==> config.mk <==
export PLATFORM = sky130hd
export DESIGN_NAME = msi_ctrl
export DESIGN_NICKNAME = d
export VERILOG_FILES = /design/src/include/msi_pkg.sv /design/src/include/msi_btn_if.sv /design/src/verilog/msi_ctrl.sv /design/src/verilog/msi_debounce.sv
export VERILOG_INCLUDE_DIRS = /design/src /design/src/include
export SDC_FILE = /design/constraint.sdc
export NUM_CORES = 1
export LEC_CHECK = 0
export BUFFER_PORTS_ARGS = -buffer_cell sky130_fd_sc_hd__buf_4
export CAP_MARGIN = 15
export CORE_MARGIN = 4
export CORE_UTILIZATION = 58
export CTS_BUF_LIST = sky130_fd_sc_hd__clkbuf_4
export CTS_CLUSTER_DIAMETER = 80
export DETAILED_ROUTE_END_ITERATION = 12
export PLACE_DENSITY_LB_ADDON = 0.05
export SYNTH_ARGS = -nofsm -noshare
export SYNTH_HDL_FRONTEND = slang
export SYNTH_SLANG_ARGS = --single-unit
==> constraint.sdc <==
create_clock -name clk -period 3.7 [get_ports clk]
set_input_delay 0.925 -clock clk [delete_from_list [all_inputs] [get_ports clk]]
set_output_delay 0.925 -clock clk [all_outputs]
set_load 0.01 [all_outputs]
==> src/include/msi_params.svh <==
`ifndef MSI_PARAMS_SVH
`define MSI_PARAMS_SVH

`define MSI_CLK_HZ          50000000
`define MSI_SEL_TIMEOUT_MS  4000
`define MSI_SEL_TIMEOUT_CYC ((`MSI_CLK_HZ / 1000) * `MSI_SEL_TIMEOUT_MS)
`define MSI_HOLD_MS         2000
`define MSI_HOLD_CYC        ((`MSI_CLK_HZ / 1000) * `MSI_HOLD_MS)
`define MSI_DEB_MS          20
`define MSI_DEB_CYC         ((`MSI_CLK_HZ / 1000) * `MSI_DEB_MS)
`define MSI_FLASH_MS        250
`define MSI_FLASH_CYC       ((`MSI_CLK_HZ / 1000) * `MSI_FLASH_MS)
`define MSI_ACT_MS          50
`define MSI_ACT_CYC         ((`MSI_CLK_HZ / 1000) * `MSI_ACT_MS)
`define MSI_ACK_FLASHES     4

`define MSI_REG_CTRL        8'h00
`define MSI_REG_STATUS      8'h04
`define MSI_REG_CFG         8'h08
`define MSI_REG_RSSI        8'h0C
`define MSI_REG_AIN0        8'h10
`define MSI_REG_AIN1        8'h14
`define MSI_REG_AOUT0       8'h18
`define MSI_REG_AOUT1       8'h1C
`define MSI_REG_RANGE       8'h20
`define MSI_REG_PULSE0      8'h24
`define MSI_REG_PULSE1      8'h28
`define MSI_REG_IO          8'h2C

`define MSI_CTRL_COMFAIL_BIT 0
`define MSI_CTRL_RATE_LSB    8
`define MSI_CFG_ID_LSB       0
`define MSI_CFG_RETRY_LSB    8
`define MSI_CFG_ENC_BIT      16
`define MSI_CFG_ADDR_LSB     24

`define MSI_DEF_ID          8'h11
`define MSI_DEF_RETRY       8'd10
`define MSI_DEF_ADDR        8'd1
`define MSI_DEF_TIMEOUT_S   8'd30
`define MSI_RATE_FIXED      8'h00

`endif

==> src/include/msi_pkg.sv <==
package msi_pkg;
   typedef enum logic [2:0] {
      MSI_MODE_FIELDBUS = 3'b001,
      MSI_MODE_PEER_MST = 3'b010,
      MSI_MODE_PEER_SLV = 3'b100
   } msi_mode_e;

   typedef enum logic [3:0] {
      MSI_ST_RUN  = 4'b0001,
      MSI_ST_HOLD = 4'b0010,
      MSI_ST_ACK  = 4'b0100,
      MSI_ST_SEL  = 4'b1000
   } msi_state_e;

   typedef struct packed {
      logic [7:0] id;
      logic [7:0] retry;
      logic       enc;
      logic [7:0] addr;
      logic [7:0] slave_timeout;
      logic [7:0] rate;
   } msi_cfg_s;
endpackage

==> src/include/msi_btn_if.sv <==
`timescale 1ns/1ns
interface msi_btn_if;
   logic level;
   logic press;
   logic release_ev;
   modport src (output level, output press, output release_ev);
   modport dst (input level, input press, input release_ev);
endinterface

==> src/verilog/msi_ctrl.sv <==
// Design decisions made here: the Avalon-MM interface to the registers and the register addresses.
`timescale 1ns/1ns
`include "msi_params.svh"
module msi_ctrl
   import msi_pkg::*;
#(
   parameter int      NCH         = 2,
   parameter int      SEL_TIMEOUT = `MSI_SEL_TIMEOUT_CYC,
   parameter int      HOLD_CYC    = `MSI_HOLD_CYC,
   parameter int      DEB_CYC     = `MSI_DEB_CYC,
   parameter int      FLASH_CYC   = `MSI_FLASH_CYC,
   parameter int      ACT_CYC     = `MSI_ACT_CYC,
   parameter bit      SHORT_RANGE = 1'b1,
   parameter bit [7:0] LONG_RATE  = 8'h01
) (
   // Clock, reset, enable
   input  wire logic                clk,
   input  wire logic                nrst,
   input  wire logic                ce,
   // Avalon-MM slave
   input  wire logic [7:0]          avs_address,
   input  wire logic                avs_read,
   input  wire logic                avs_write,
   input  wire logic [31:0]         avs_writedata,
   output logic      [31:0]         avs_readdata,
   output logic                     avs_waitrequest,
   // Front panel inputs
   input  wire logic                btn_raw,
   input  wire logic                supply_ok,
   input  wire logic                frame_tx,
   input  wire logic                frame_rx,
   input  wire logic [3:0]          rssi_level,
   input  wire logic [NCH-1:0]      din,
   input  wire logic [NCH-1:0]      peer_din,
   // Front panel outputs
   output logic      [2:0]          mode_led,
   output logic      [7:0]          rssi_led,
   output logic                     act_led,
   output logic                     pwr_led,
   output logic      [NCH-1:0]      din_led,
   output logic      [NCH-1:0]      relay_led,
   output logic      [NCH-1:0]      relay_out,
   output logic      [NCH-1:0]      peer_dout
);
   initial begin
      if (NCH < 1 || NCH > 8) $error("NCH must be 1..8");
      if (SEL_TIMEOUT < 1 || HOLD_CYC < 1 || FLASH_CYC < 1 || ACT_CYC < 1)
         $error("Timing counts must be at least 1");
   end

   msi_btn_if btn ();

   msi_debounce #(.DEB_CYC(DEB_CYC)) u_deb (
      .clk     (clk),
      .nrst    (nrst),
      .ce      (ce),
      .btn_raw (btn_raw),
      .btn     (btn.src)
   );

   typedef struct packed {
      msi_state_e       fsm;
      msi_mode_e        mode;
      msi_mode_e        cand;
      logic [31:0]      tmr;
      logic [31:0]      flash_cnt;
      logic             flash;
      logic [2:0]       ack_n;
      logic [31:0]      act_cnt;
      msi_cfg_s         cfg;
      logic             comfail;
      logic [15:0]      ain0;
      logic [15:0]      ain1;
      logic [11:0]      aout0;
      logic [11:0]      aout1;
      logic [7:0]       range;
      logic [31:0]      pulse0;
      logic [31:0]      pulse1;
      logic [NCH-1:0]   relay;
      logic [NCH-1:0]   din_q;
      logic [2:0]       mode_led;
      logic [7:0]       rssi_led;
      logic             act_led;
      logic             pwr_led;
      logic [31:0]      rdata;
      logic             ack;
   } msi_ctrl_s;

   msi_ctrl_s st;
   msi_ctrl_s next_st;

   function automatic msi_mode_e next_mode(input msi_mode_e m);
      case (m)
         MSI_MODE_FIELDBUS: next_mode = MSI_MODE_PEER_MST;
         MSI_MODE_PEER_MST: next_mode = MSI_MODE_PEER_SLV;
         MSI_MODE_PEER_SLV: next_mode = MSI_MODE_FIELDBUS;
         default:           next_mode = MSI_MODE_FIELDBUS;
      endcase
   endfunction

   function automatic msi_cfg_s defaults(input msi_mode_e m, input logic [7:0] rate);
      msi_cfg_s c;
      c.id            = `MSI_DEF_ID;
      c.retry         = `MSI_DEF_RETRY;
      c.enc           = 1'b0;
      c.addr          = `MSI_DEF_ADDR;
      c.slave_timeout = (m == MSI_MODE_PEER_MST) ? 8'd0 : `MSI_DEF_TIMEOUT_S;
      c.rate          = rate;
      return c;
   endfunction

   // Bar graph: level 0..8 fills from the bottom
   function automatic logic [7:0] bar(input logic [3:0] lvl);
      logic [7:0] b;
      b = 8'h00;
      for (int i = 0; i < 8; i++) begin
         if (lvl > 4'(i)) b[i] = 1'b1;
      end
      return b;
   endfunction

   logic [7:0] def_rate;
   assign def_rate = SHORT_RANGE ? `MSI_RATE_FIXED : LONG_RATE;

   logic pulse_en;
   logic [NCH-1:0] din_rise;
   assign pulse_en = (st.mode == MSI_MODE_FIELDBUS);
   assign din_rise = din & ~st.din_q;

   always_comb begin
      next_st       = st;
      next_st.ack   = 1'b0;
      next_st.din_q = din;

      // Blink base
      if (st.flash_cnt >= 32'(FLASH_CYC - 1)) begin
         next_st.flash_cnt = 32'h0000_0000;
         next_st.flash     = ~st.flash;
      end else begin
         next_st.flash_cnt = st.flash_cnt + 32'h0000_0001;
      end

      case (st.fsm)
         MSI_ST_RUN: begin
            next_st.tmr = 32'h0000_0000;
            if (btn.press) begin
               next_st.fsm = MSI_ST_HOLD;
            end
         end
         MSI_ST_HOLD: begin
            if (!btn.level) begin
               next_st.fsm = MSI_ST_RUN;
            end else if (st.tmr >= 32'(HOLD_CYC - 1)) begin
               next_st.fsm   = MSI_ST_ACK;
               next_st.tmr   = 32'h0000_0000;
               next_st.ack_n = 3'(`MSI_ACK_FLASHES);
               next_st.cand  = st.mode;
               // Restart blink so the first all-lamp flash is a full one
               next_st.flash_cnt = 32'h0000_0000;
               next_st.flash     = 1'b0;
            end else begin
               next_st.tmr = st.tmr + 32'h0000_0001;
            end
         end
         MSI_ST_ACK: begin
            // Ack flashes run before candidate display; the held press is not an advance
            if (st.flash_cnt >= 32'(FLASH_CYC - 1) && st.flash) begin
               next_st.ack_n = st.ack_n - 3'd1;
               if (st.ack_n == 3'd1) begin
                  next_st.fsm = MSI_ST_SEL;
                  next_st.tmr = 32'h0000_0000;
               end
            end
         end
         MSI_ST_SEL: begin
            if (btn.press) begin
               next_st.cand = next_mode(st.cand);
               next_st.tmr  = 32'h0000_0000;
            end else if (btn.level) begin
               next_st.tmr = 32'h0000_0000;
            end else if (st.tmr >= 32'(SEL_TIMEOUT - 1)) begin
               next_st.fsm  = MSI_ST_RUN;
               next_st.mode = st.cand;
               if (st.cand != st.mode) begin
                  next_st.cfg = defaults(st.cand, def_rate);
               end
            end else begin
               next_st.tmr = st.tmr + 32'h0000_0001;
            end
         end
         default: next_st.fsm = MSI_ST_RUN;
      endcase

      // Mode lamps
      case (st.fsm)
         MSI_ST_ACK: next_st.mode_led = {3{st.flash}};
         MSI_ST_SEL: next_st.mode_led = st.flash ? st.cand : 3'b000;
         default:    next_st.mode_led = st.mode;
      endcase

      next_st.rssi_led = bar(rssi_level > 4'd8 ? 4'd8 : rssi_level);

      if (frame_tx || frame_rx) begin
         next_st.act_cnt = 32'(ACT_CYC);
      end else if (st.act_cnt != 32'h0000_0000) begin
         next_st.act_cnt = st.act_cnt - 32'h0000_0001;
      end
      next_st.act_led = (next_st.act_cnt != 32'h0000_0000);

      if (!supply_ok) begin
         next_st.pwr_led = 1'b0;
      end else if (st.comfail) begin
         next_st.pwr_led = st.flash;
      end else begin
         next_st.pwr_led = 1'b1;
      end

      if (pulse_en) begin
         if (din_rise[0]) next_st.pulse0 = st.pulse0 + 32'h0000_0001;
         if (NCH > 1 && din_rise[NCH > 1 ? 1 : 0]) begin
            next_st.pulse1 = st.pulse1 + 32'h0000_0001;
         end
      end

      if (st.mode != MSI_MODE_FIELDBUS) begin
         next_st.relay = peer_din;
      end

      // Register bus: one-cycle answer after waitrequest drops
      if ((avs_read || avs_write) && !st.ack) begin
         next_st.ack = 1'b1;
         if (avs_write) begin
            case (avs_address)
               `MSI_REG_CTRL: begin
                  next_st.comfail = avs_writedata[`MSI_CTRL_COMFAIL_BIT];
                  if (!SHORT_RANGE) begin
                     next_st.cfg.rate = avs_writedata[`MSI_CTRL_RATE_LSB +: 8];
                  end
               end
               `MSI_REG_CFG: begin
                  next_st.cfg.id    = avs_writedata[`MSI_CFG_ID_LSB +: 8];
                  next_st.cfg.retry = avs_writedata[`MSI_CFG_RETRY_LSB +: 8];
                  next_st.cfg.enc   = avs_writedata[`MSI_CFG_ENC_BIT];
                  next_st.cfg.addr  = avs_writedata[`MSI_CFG_ADDR_LSB +: 8];
               end
               `MSI_REG_AIN0:  next_st.ain0 = avs_writedata[15:0];
               `MSI_REG_AIN1:  next_st.ain1 = avs_writedata[15:0];
               `MSI_REG_AOUT0: next_st.aout0 = avs_writedata[11:0];
               `MSI_REG_AOUT1: next_st.aout1 = avs_writedata[11:0];
               `MSI_REG_RANGE: next_st.range = avs_writedata[7:0];
               `MSI_REG_IO: begin
                  if (st.mode == MSI_MODE_FIELDBUS) begin
                     next_st.relay = avs_writedata[8 +: NCH];
                  end
               end
               default: ;
            endcase
         end
         case (avs_address)
            `MSI_REG_CTRL:   next_st.rdata = {16'h0000, st.cfg.rate, 7'h00, st.comfail};
            `MSI_REG_STATUS: next_st.rdata = {24'h0000_00, 1'b0, st.fsm, st.mode};
            `MSI_REG_CFG:    next_st.rdata = {st.cfg.addr, 7'h00, st.cfg.enc,
                                              st.cfg.retry, st.cfg.id};
            `MSI_REG_RSSI:   next_st.rdata = {24'h0000_00, st.cfg.slave_timeout};
            `MSI_REG_AIN0:   next_st.rdata = {16'h0000, st.ain0};
            `MSI_REG_AIN1:   next_st.rdata = {16'h0000, st.ain1};
            `MSI_REG_AOUT0:  next_st.rdata = {20'h0_0000, st.aout0};
            `MSI_REG_AOUT1:  next_st.rdata = {20'h0_0000, st.aout1};
            `MSI_REG_RANGE:  next_st.rdata = {24'h0000_00, st.range};
            `MSI_REG_PULSE0: next_st.rdata = st.pulse0;
            `MSI_REG_PULSE1: next_st.rdata = st.pulse1;
            `MSI_REG_IO:     next_st.rdata = {16'h0000, 8'(st.relay), 8'(st.din_q)};
            default:         next_st.rdata = 32'h0000_0000;
         endcase
      end
   end

   always_ff @(posedge clk or negedge nrst) begin
      if (!nrst) begin
         st          <= '0;
         st.fsm      <= MSI_ST_RUN;
         st.mode     <= MSI_MODE_FIELDBUS;
         st.cand     <= MSI_MODE_FIELDBUS;
         st.cfg.id   <= `MSI_DEF_ID;
         st.cfg.retry <= `MSI_DEF_RETRY;
         st.cfg.addr <= `MSI_DEF_ADDR;
         st.cfg.slave_timeout <= `MSI_DEF_TIMEOUT_S;
         st.cfg.rate <= SHORT_RANGE ? `MSI_RATE_FIXED : LONG_RATE;
      end else if (ce) begin
         st <= next_st;
      end
   end

   // Pulse counting takes raw samples, so the 20 kHz limit needs clk well above 40 kHz
   assign avs_readdata    = st.rdata;
   assign avs_waitrequest = ~st.ack;
   assign mode_led        = st.mode_led;
   assign rssi_led        = st.rssi_led;
   assign act_led         = st.act_led;
   assign pwr_led         = st.pwr_led;
   assign din_led         = st.din_q;
   assign relay_led       = st.relay;
   assign relay_out       = st.relay;
   assign peer_dout       = st.din_q;
endmodule

==> src/verilog/msi_debounce.sv <==
`timescale 1ns/1ns
`include "msi_params.svh"
module msi_debounce
   import msi_pkg::*;
#(
   parameter int DEB_CYC = `MSI_DEB_CYC
) (
   // Clock and reset
   input  wire logic clk,
   input  wire logic nrst,
   input  wire logic ce,
   // Raw button, high while pressed
   input  wire logic btn_raw,
   // Clean events
   msi_btn_if.src    btn
);
   initial begin
      if (DEB_CYC < 1) $error("DEB_CYC must be at least 1");
   end

   typedef struct packed {
      logic        level;
      logic        press;
      logic        rel;
      logic [31:0] cnt;
   } msi_deb_s;

   msi_deb_s st;
   msi_deb_s next_st;

   always_comb begin
      next_st       = st;
      next_st.press = 1'b0;
      next_st.rel   = 1'b0;
      if (btn_raw == st.level) begin
         next_st.cnt = 32'h0000_0000;
      end else if (st.cnt >= 32'(DEB_CYC - 1)) begin
         next_st.cnt   = 32'h0000_0000;
         next_st.level = btn_raw;
         next_st.press = btn_raw;
         next_st.rel   = ~btn_raw;
      end else begin
         next_st.cnt = st.cnt + 32'h0000_0001;
      end
   end

   always_ff @(posedge clk or negedge nrst) begin
      if (!nrst) begin
         st <= '0;
      end else if (ce) begin
         st <= next_st;
      end
   end

   assign btn.level      = st.level;
   assign btn.press      = st.press;
   assign btn.release_ev = st.rel;
endmodule

==> results of run 1 <==
[metrics by stage]
stage                     util [%]  setup WS, ns  hold WS (ns)  instance area (um2)  instances
final                         66.2         0.300         0.231                19600       2313
after CTS                     66.2         0.284         0.221                19600       2312
after global placement        62.3         0.339         0.456                18500       2144
after detailed placement      62.3         0.297         0.466                18500       2144
after floorplan                  -         0.480         0.437                17500       1734
after global routing          66.2        0.0461         0.279                19600       2313
[cell families (layout without fill, tap and decap cells)]
group	Yosys count	after routing	share of synthesized area, %
compound gates	424	424	16.6
buf+inv	162	350	4.69
xor+xnor	77	77	3.86
flops	349	349	50.1
mux	89	89	5.67
simple gates	623	623	18.4
other cells	0	1	0
fa+ha+maj	10	10	0.716
[worst max path at each step]
| stage | slack, ns | from | endpoint | cells after the start |
|---|---|---|---|---|
| global placement | 0.34 | st[288]$_DFFE_PN0P_ | st[217]$_DFFE_PN0P_ | 9 |
| floorplan | 0.48 | avs_address[5] | st[135]$_DFFE_PN0P_ | 7 |
| finish | 0.30 | st[256]$_DFFE_PN0P_ | st[298]$_DFFE_PN0P_ | 15 |
| CTS | 0.28 | st[288]$_DFFE_PN0P_ | st[218]$_DFFE_PN0P_ | 9 |
| global route | 0.05 | st[256]$_DFFE_PN0P_ | st[298]$_DFFE_PN0P_ | 15 |
| detailed placement | 0.30 | st[288]$_DFFE_PN0P_ | st[206]$_DFFE_PN0P_ | 9 |
[power groups by stage]
stage | combinational [mW] | clock, mW | sequential [mW]
after floorplan | 0.465 | 0 | 4.07
after global placement | 0.708 | 0 | 4.13
after detailed placement | 0.722 | 0 | 4.13
after CTS | 0.726 | 3.41 | 4.06
after global routing | 0.809 | 3.62 | 4.08
final | 0.721 | 3.30 | 4.07
[flip-flops by register name (all words and copies together) (netlist names)]
signal / cells
act_led: 1
rssi_led: 8
pwr_led: 1
avs_readdata: 32
relay_led: 2
u_deb.btn.level: 1
u_deb.btn.press: 1
din_led: 2
mode_led: 3
st: 266
u_deb.st: 32
[final cells by class]
cell class | count | area (um2)
Sequential cell | 349 | 8740
Multi-Input combinational cell | 1223 | 7920
Tap cell | 390 | 488
Fill cell | 2460 | 10000
Inverter | 31 | 116
Clock buffer | 142 | 1070
Timing Repair Buffer | 151 | 1190
Antenna cell | 1 | 2.50
Clock inverter | 26 | 103
[metal layers]
metal	up-vias	wire length, um
li1	6649	-
met1	6987	19100
met4	0	1060
met3	81	2350
met5	-	0
met2	459	20300
[cells in the mapped netlist (16+ instances only)]
cell type / number
xnor2_1: 46
nand3_1: 72
inv_1: 31
nand4_1: 22
xor2_1: 31
a22o_1: 37
clkbuf_1: 66
nor4_1: 27
a21oi_1: 40
o31ai_1: 31
buf_4: 52
o21ai_0: 133
a31oi_1: 26
a221oi_1: 16
a21o_1: 23
and3_1: 40
nor2_1: 101
nor3_1: 32
dfrtp_1: 340
mux2_2: 79
nand2_1: 188
nor2b_1: 34
a22oi_1: 30
[repair_timing]
item,in CTS,in global routing
endpoints found under the hold margin,0,0
setup endpoints to repair,0,1
resized for setup,0,1
==> results by group, run 1 <==
Status
  • Status: finished, final reports clean

Die
  • Placement Rows: 63
  • Core area: 29600 um2
  • Die width: 182 um
  • Chip height: 182 um
  • Die area: 33000 um2
  • I/O pin cnt: 111
  • Initial cell density of the core: between 50 and 60%

STA
  • RSZ-0062 raised after global routing: no
  • Final Critical Period: 3.40 ns
  • Slew Limit Fails: 0
  • Hold Fails Final Rpt: 0
  • Achievable Freq: 294 MHz
  • Setup tns final: 0 ns
  • Slew HR: 25.9%
  • Final Cycle Share: 91.9%
  • Finish-stage setup viols: 0
  • Worst Max-Slew Pin Slew: 1.11 ns
  • Skew final: about 0.058 ns

Power and ir drop
  • Seq pwr share: 50.3%
  • Cell Int Power: between 5 and 6 mW
  • Sw Pwr: 2.13 mW
  • Part of the power in the clock network: 40.8%
  • Net Sw Frac: 26.4%
  • Design Power: ~8 mW
  • VDD IR max: 0.284 mV
  • Logic pwr share: 8.9%
  • Power per cell area: approximately 410 nW/um2
  • P_leak: approximately 9 nW

Detailed routing
  • Pre-Repair DR Iteration Count: 5
  • Final WL: 42800 um
  • Via count: between 10000 and 15000
  • DRC viols: 0
  • Initial drt markers: 1176
  • Routed length per instance: roughly 18 um
  • Vias per cell: 6.13
  • Detail Route Antenna Nets: 0

Clocking
  • Clk_lat worst skew: between 0.7 and 0.8 ns
  • Post-CTS setup buffers: 0
  • Clk sink count: about 350
  • Total CTS buffers: 94
  • Clock Path Buffers: 3
  • CTS clk-pin slew, worst paths: 0.06 ns
  • CTS Root Cell: clkbuf_4
  • H-tree Lvls: 3
  • Cts hold-fix bufs: 0
  • CTS tree: done

Yosys
  • Post-synth cell types: 79
  • Gate Count Post-Synth: around 1700
  • Proportion of synthesized chip area in sequential cells: roughly 50%
  • Syn Area/Cell: 10.1 um2
  • Main synth FF type: dfrtp_1
  • Register bit count reported by yosys: 349
  • Synthesized area: 17500 um2
  • Syn nets: approximately 1800
  • Yosys top cell by area: dfrtp_1
  • EDFF count, synth: 0
  • Share of the synthesized area in the top cell type: ~50%
  • Top post-synthesis cells by area: dfrtp_1 49%, mux2_2 5.1%, nand2_1 4.0%, o21ai_0 3.8%, xnor2_1 2.3%
  • Yosys warnings: 0
  • Async SR Flop Fraction: between 90% and 100%

GRT
  • Number of global-route vias before repair: approximately 14000
  • Largest net degree at the start of global routing: 102
  • Grt met1 use: approximately 36%
  • Global-route wire length before repair: 69900 um
  • Gr ovfl total: 0
  • Initial antenna violation count: 1
  • Met2 Track Usage GR: 40.7%
  • Most used routing layer: met2
  • Met3 usage: 4.45%
  • All-Layer GR Usage: between 20 and 30%

Setup path
  • Critical path's most frequent cell: nand3b_1
  • Critical-path cell list: ha_1, nand4_1, nand3_1, a31o_2, a21o_1, a31oi_1, inv_1, ha_1, nand3b_1, a21oi_1, nand3b_1, o21a_1, nor2_1, nand3b_1, nand2_1
  • CP endpoint kind: register
  • Crit-path max cell delay: a little under 0.7 ns
  • Path depth of the worst reg2reg path: 15
  • CP arrival: 4.01 ns
  • R2r endpoint: st[298]$_DFFE_PN0P_
  • CP Buf/Inv Count: 1
  • Kind of critical path: register to register
  • Critical Path Source Type: register
  • Worst reg2reg setup slack: 0.30 ns
  • R2r startpoint: st[256]$_DFFE_PN0P_
  • Critical Path RT: 4.31 ns
  • CP top delay family: simple AND/OR/NAND/NOR gates
  • Crit-path slowest cell: nor2_1
  • CP Max Fanout: 11

Place
  • Detailed-placement wirelength estimate: 28900 um
  • # port buffers: 103
  • Routability cong.: 0.918

Layout
  • Most frequent cells in the layout: 340 x dfrtp_1, 188 x nand2_1, 146 x buf_4, 142 x clkbuf_4, 132 x o21ai_0
  • Layout cells sized above 1: 21.4%
  • Area delta synth->final: 12.4%
  • Nets@finish: 1917
  • Commonest non-fill, non-tap cell in the layout: dfrtp_1

Flow run
  • Max-cap violations: 0

Min path
  • Hold Crit Class: input port to asynchronous set/reset pin
Power figures use the tool's default switching activity.
==> run 2: changes to the inputs <==
--- a/config.mk
+++ b/config.mk
@@ -8,6 +8,7 @@
 export LEC_CHECK = 0
 export BUFFER_PORTS_ARGS = -buffer_cell sky130_fd_sc_hd__buf_4
 export CAP_MARGIN = 15
+export CORE_ASPECT_RATIO = 0.8
 export CORE_MARGIN = 4
 export CORE_UTILIZATION = 58
 export CTS_BUF_LIST = sky130_fd_sc_hd__clkbuf_4
==> results by group, run 2 (synthesized netlist as in run 1, its figures left out) <==
Setup path
  • CP endpoint kind: register (unchanged)
  • CP arrival: 4.01 ns (about the same)
  • R2r endpoint: st[310]$_DFFE_PN0P_ (was st[298]$_DFFE_PN0P_)
  • Path depth of the worst reg2reg path: 15 (unchanged)
  • Critical Path Source Type: register (unchanged)
  • Kind of critical path: register to register (unchanged)
  • Critical Path RT: 4.37 ns (was 4.31 ns)
  • CP Max Fanout: 11 (unchanged)
  • R2r startpoint: st[256]$_DFFE_PN0P_ (unchanged)
  • Worst reg2reg setup slack: 0.37 ns (was 0.30 ns)

STA
  • Slew HR: 38.3% (was 25.9%)
  • Worst Max-Slew Pin Slew: 0.923 ns (was 1.11 ns)
  • Fin Hold WS: 0.131 ns (was 0.231 ns)
  • Final Critical Period: 3.33 ns (was 3.40 ns)
  • Final Cycle Share: 90.1% (was 91.9%)
  • Skew final: 0.0551 ns (was 0.0580 ns)
  • Achievable Freq: 300 MHz (was 294 MHz)
  • Slew Limit Fails: 0 (unchanged)
  • RSZ-0062 raised after global routing: no (unchanged)
  • Setup tns final: 0 ns (unchanged)
  • Hold Fails Final Rpt: 0 (unchanged)
  • Finish-stage setup viols: 0 (unchanged)

Place
  • Routability cong.: 0.890 (was 0.918)
  • Inst Count DP: 2155 (was 2144)
  • Detailed-placement wirelength estimate: 29200 um (was 28900 um)
  • # port buffers: 103 (unchanged)

Die
  • Chip height: 163 um (was 182 um)
  • Core area: 29500 um2 (was 29600 um2)
  • Placement Rows: 56 (was 63)
  • I/O pin cnt: 111 (unchanged)
  • Initial cell density of the core: 59.2% (was 58.9%)
  • Die width: 202 um (was 182 um)
  • Die area: 33000 um2 (about the same)

GRT
  • Gr ovfl total: 0 (unchanged)
  • Global-route wire length before repair: 71200 um (was 69900 um)
  • Initial antenna violation count: 1 (unchanged)
  • All-Layer GR Usage: 26.5% (was 25.6%)
  • Number of global-route vias before repair: 13700 (about the same)
  • Largest net degree at the start of global routing: 81 (was 102)

Power and ir drop
  • Net Sw Frac: 26.8% (was 26.4%)
  • Seq pwr share: 50.6% (was 50.3%)
  • Power per cell area: 411 nW/um2 (was 412 nW/um2)
  • Sw Pwr: 2.15 mW (was 2.13 mW)
  • VDD IR max: 0.281 mV (was 0.284 mV)
  • P_leak: 9.04 nW (was 9.09 nW)
  • Logic pwr share: 8.9% (about the same)
  • Cell Int Power: 5.88 mW (was 5.95 mW)
  • Part of the power in the clock network: 40.5% (was 40.8%)

Clocking
  • CTS tree: done (unchanged)
  • Clk_lat worst skew: 0.78 ns (was 0.72 ns)
  • Cts hold-fix bufs: 0 (unchanged)
  • CTS Root Cell: clkbuf_4 (unchanged)
  • Post-CTS sizing: 0 (unchanged)
  • Clock Path Buffers: 3 (unchanged)
  • Clk sink count: 349 (unchanged)
  • Total CTS buffers: 86 (was 94)
  • H-tree Lvls: 3 (unchanged)
  • CTS clk-pin slew, worst paths: 0.07 ns (was 0.06 ns)
  • Post-CTS setup buffers: 0 (unchanged)

Layout
  • Commonest non-fill, non-tap cell in the layout: dfrtp_1 (unchanged)
  • Nets@finish: 1904 (was 1917)
  • Finished Layout Cells: 2313 (unchanged)
  • Most frequent cells in the layout: 340 x dfrtp_1, 188 x nand2_1, 140 x buf_4, 132 x o21ai_0, 123 x clkbuf_4 (was 340 x dfrtp_1, 188 x nand2_1, 146 x buf_4, 142 x clkbuf_4, 132 x o21ai_0)
  • Filler Cells Inserted: 2373 (was 2460)
  • Biggest register: st (unchanged)
  • Layout cells sized above 1: 20.5% (was 21.4%)
  • Max reg flops: 266 (unchanged)
  • Area delta synth->final: 12.0% (was 12.4%)

Detailed routing
  • M1 wire length: 19800 um (was 19100 um)
  • Detail Route Antenna Nets: 0 (unchanged)
  • Highest routed layer: met4 (unchanged)
  • Vias per cell: 6.09 (was 6.13)
  • Routed length per instance: 18.6 um (was 18.5 um)
  • WL met2: 19100 um (was 20300 um)
  • Final WL: 43100 um (was 42800 um)
  • Via count: 14100 (was 14200)
  • Met3 Wirelength: 3090 um (was 2350 um)
  • Pre-Repair DR Iteration Count: 6 (was 5)
  • DRC viols: 0 (unchanged)
  • Initial drt markers: 1124 (was 1176)

Status
  • Status: finished, final reports clean (unchanged)

Flow run
  • Max-cap violations: 0 (unchanged)

Min path
  • Hold Crit Class: input port to asynchronous set/reset pin (unchanged)
==> run 2: cell count changes in the layout (fill, tap and decap cells not counted), moves of 2 or more <==
cell,change
clkinv_1,+4
clkbuf_4,-19
bufinv_16,+2
buf_4,-6
inv_2,+2
==> run 2: cell type report <==
type / count / area (um2) / area share [%]
sequential: 349 / 8740 / 44.7
multi-input combinational: 1223 / 7910 / 40.5
timing repair buffer: 146 / 1170 / 5.96
clock buffer: 123 / 923 / 4.72
tap: 406 / 508 / 2.60
clock inverter: 34 / 186 / 0.953
inverter: 31 / 116 / 0.595
antenna: 1 / 2.50 / 0.0128
==> run 2: critical path, cell delays in order, from the launching register on <==
cell and delay (ns):
dfrtp_1 0.38, ha_1 0.26, nand4_1 0.11, nand3_1 0.11, a31o_2 0.16, a21o_1 0.14
a31oi_1 0.10, inv_1 0.07, ha_1 0.15, nand3b_1 0.09, a21oi_1 0.32, nand3b_1 0.15
o21a_1 0.20, nor2_1 0.71, nand3b_1 0.15, nand2_1 0.11
==> run 2: worst max-delay path by stage <==
stage / start / end / slack (ns) / cells past startpoint
after CTS: st[256]$_DFFE_PN0P_ / st[310]$_DFFE_PN0P_ / 0.33 / 15
final: st[256]$_DFFE_PN0P_ / st[310]$_DFFE_PN0P_ / 0.37 / 15
after global placement: ce / st[303]$_DFFE_PN0P_ / 0.42 / 8
after detailed placement: ce / st[109]$_DFFE_PN0P_ / 0.34 / 8
after global routing: st[256]$_DFFE_PN0P_ / st[314]$_DFFE_PN0P_ / 0.02 / 15
after floorplan: avs_address[5] / st[135]$_DFFE_PN0P_ / 0.48 / 7
==> run 2: routing by layer <==
layer | GRT usage [%] | vias to the layer above
met5 | 0 | -
met4 | 9.22 | 0
met2 | 40.1 | 484
met1 | 38.0 | 6888
met3 | 5.95 | 84
li1 | - | 6634
==> run 2: power groups by stage <==
| stage | clock network, mW | logic (mW) | registers, mW |
|---|---|---|---|
| 6_report | 3.25 | 0.715 | 4.06 |
| 2_1_floorplan | 0 | 0.465 | 4.07 |
| 4_1_cts | 3.35 | 0.721 | 4.06 |
| 3_5_place_dp | 0 | 0.717 | 4.13 |
| 3_3_place_gp | 0 | 0.700 | 4.13 |
| 5_1_grt | 3.56 | 0.795 | 4.08 |
==> run 2: metrics by stage <==
| step | worst slack (ns) | total power, mW | cell area (um2) | util, % |
|---|---|---|---|---|
| 4_1_cts | 0.334 | 8.13 | 19600 | 66.3 |
| 3_5_place_dp | 0.344 | 4.85 | 18400 | 62.5 |
| 6_report | 0.366 | 8.03 | 19600 | 66.3 |
| 5_1_grt | 0.0198 | 8.44 | 19600 | 66.3 |
| 2_1_floorplan | 0.480 | 4.54 | 17500 | - |
| 3_3_place_gp | 0.421 | 4.83 | 18400 | 62.5 |
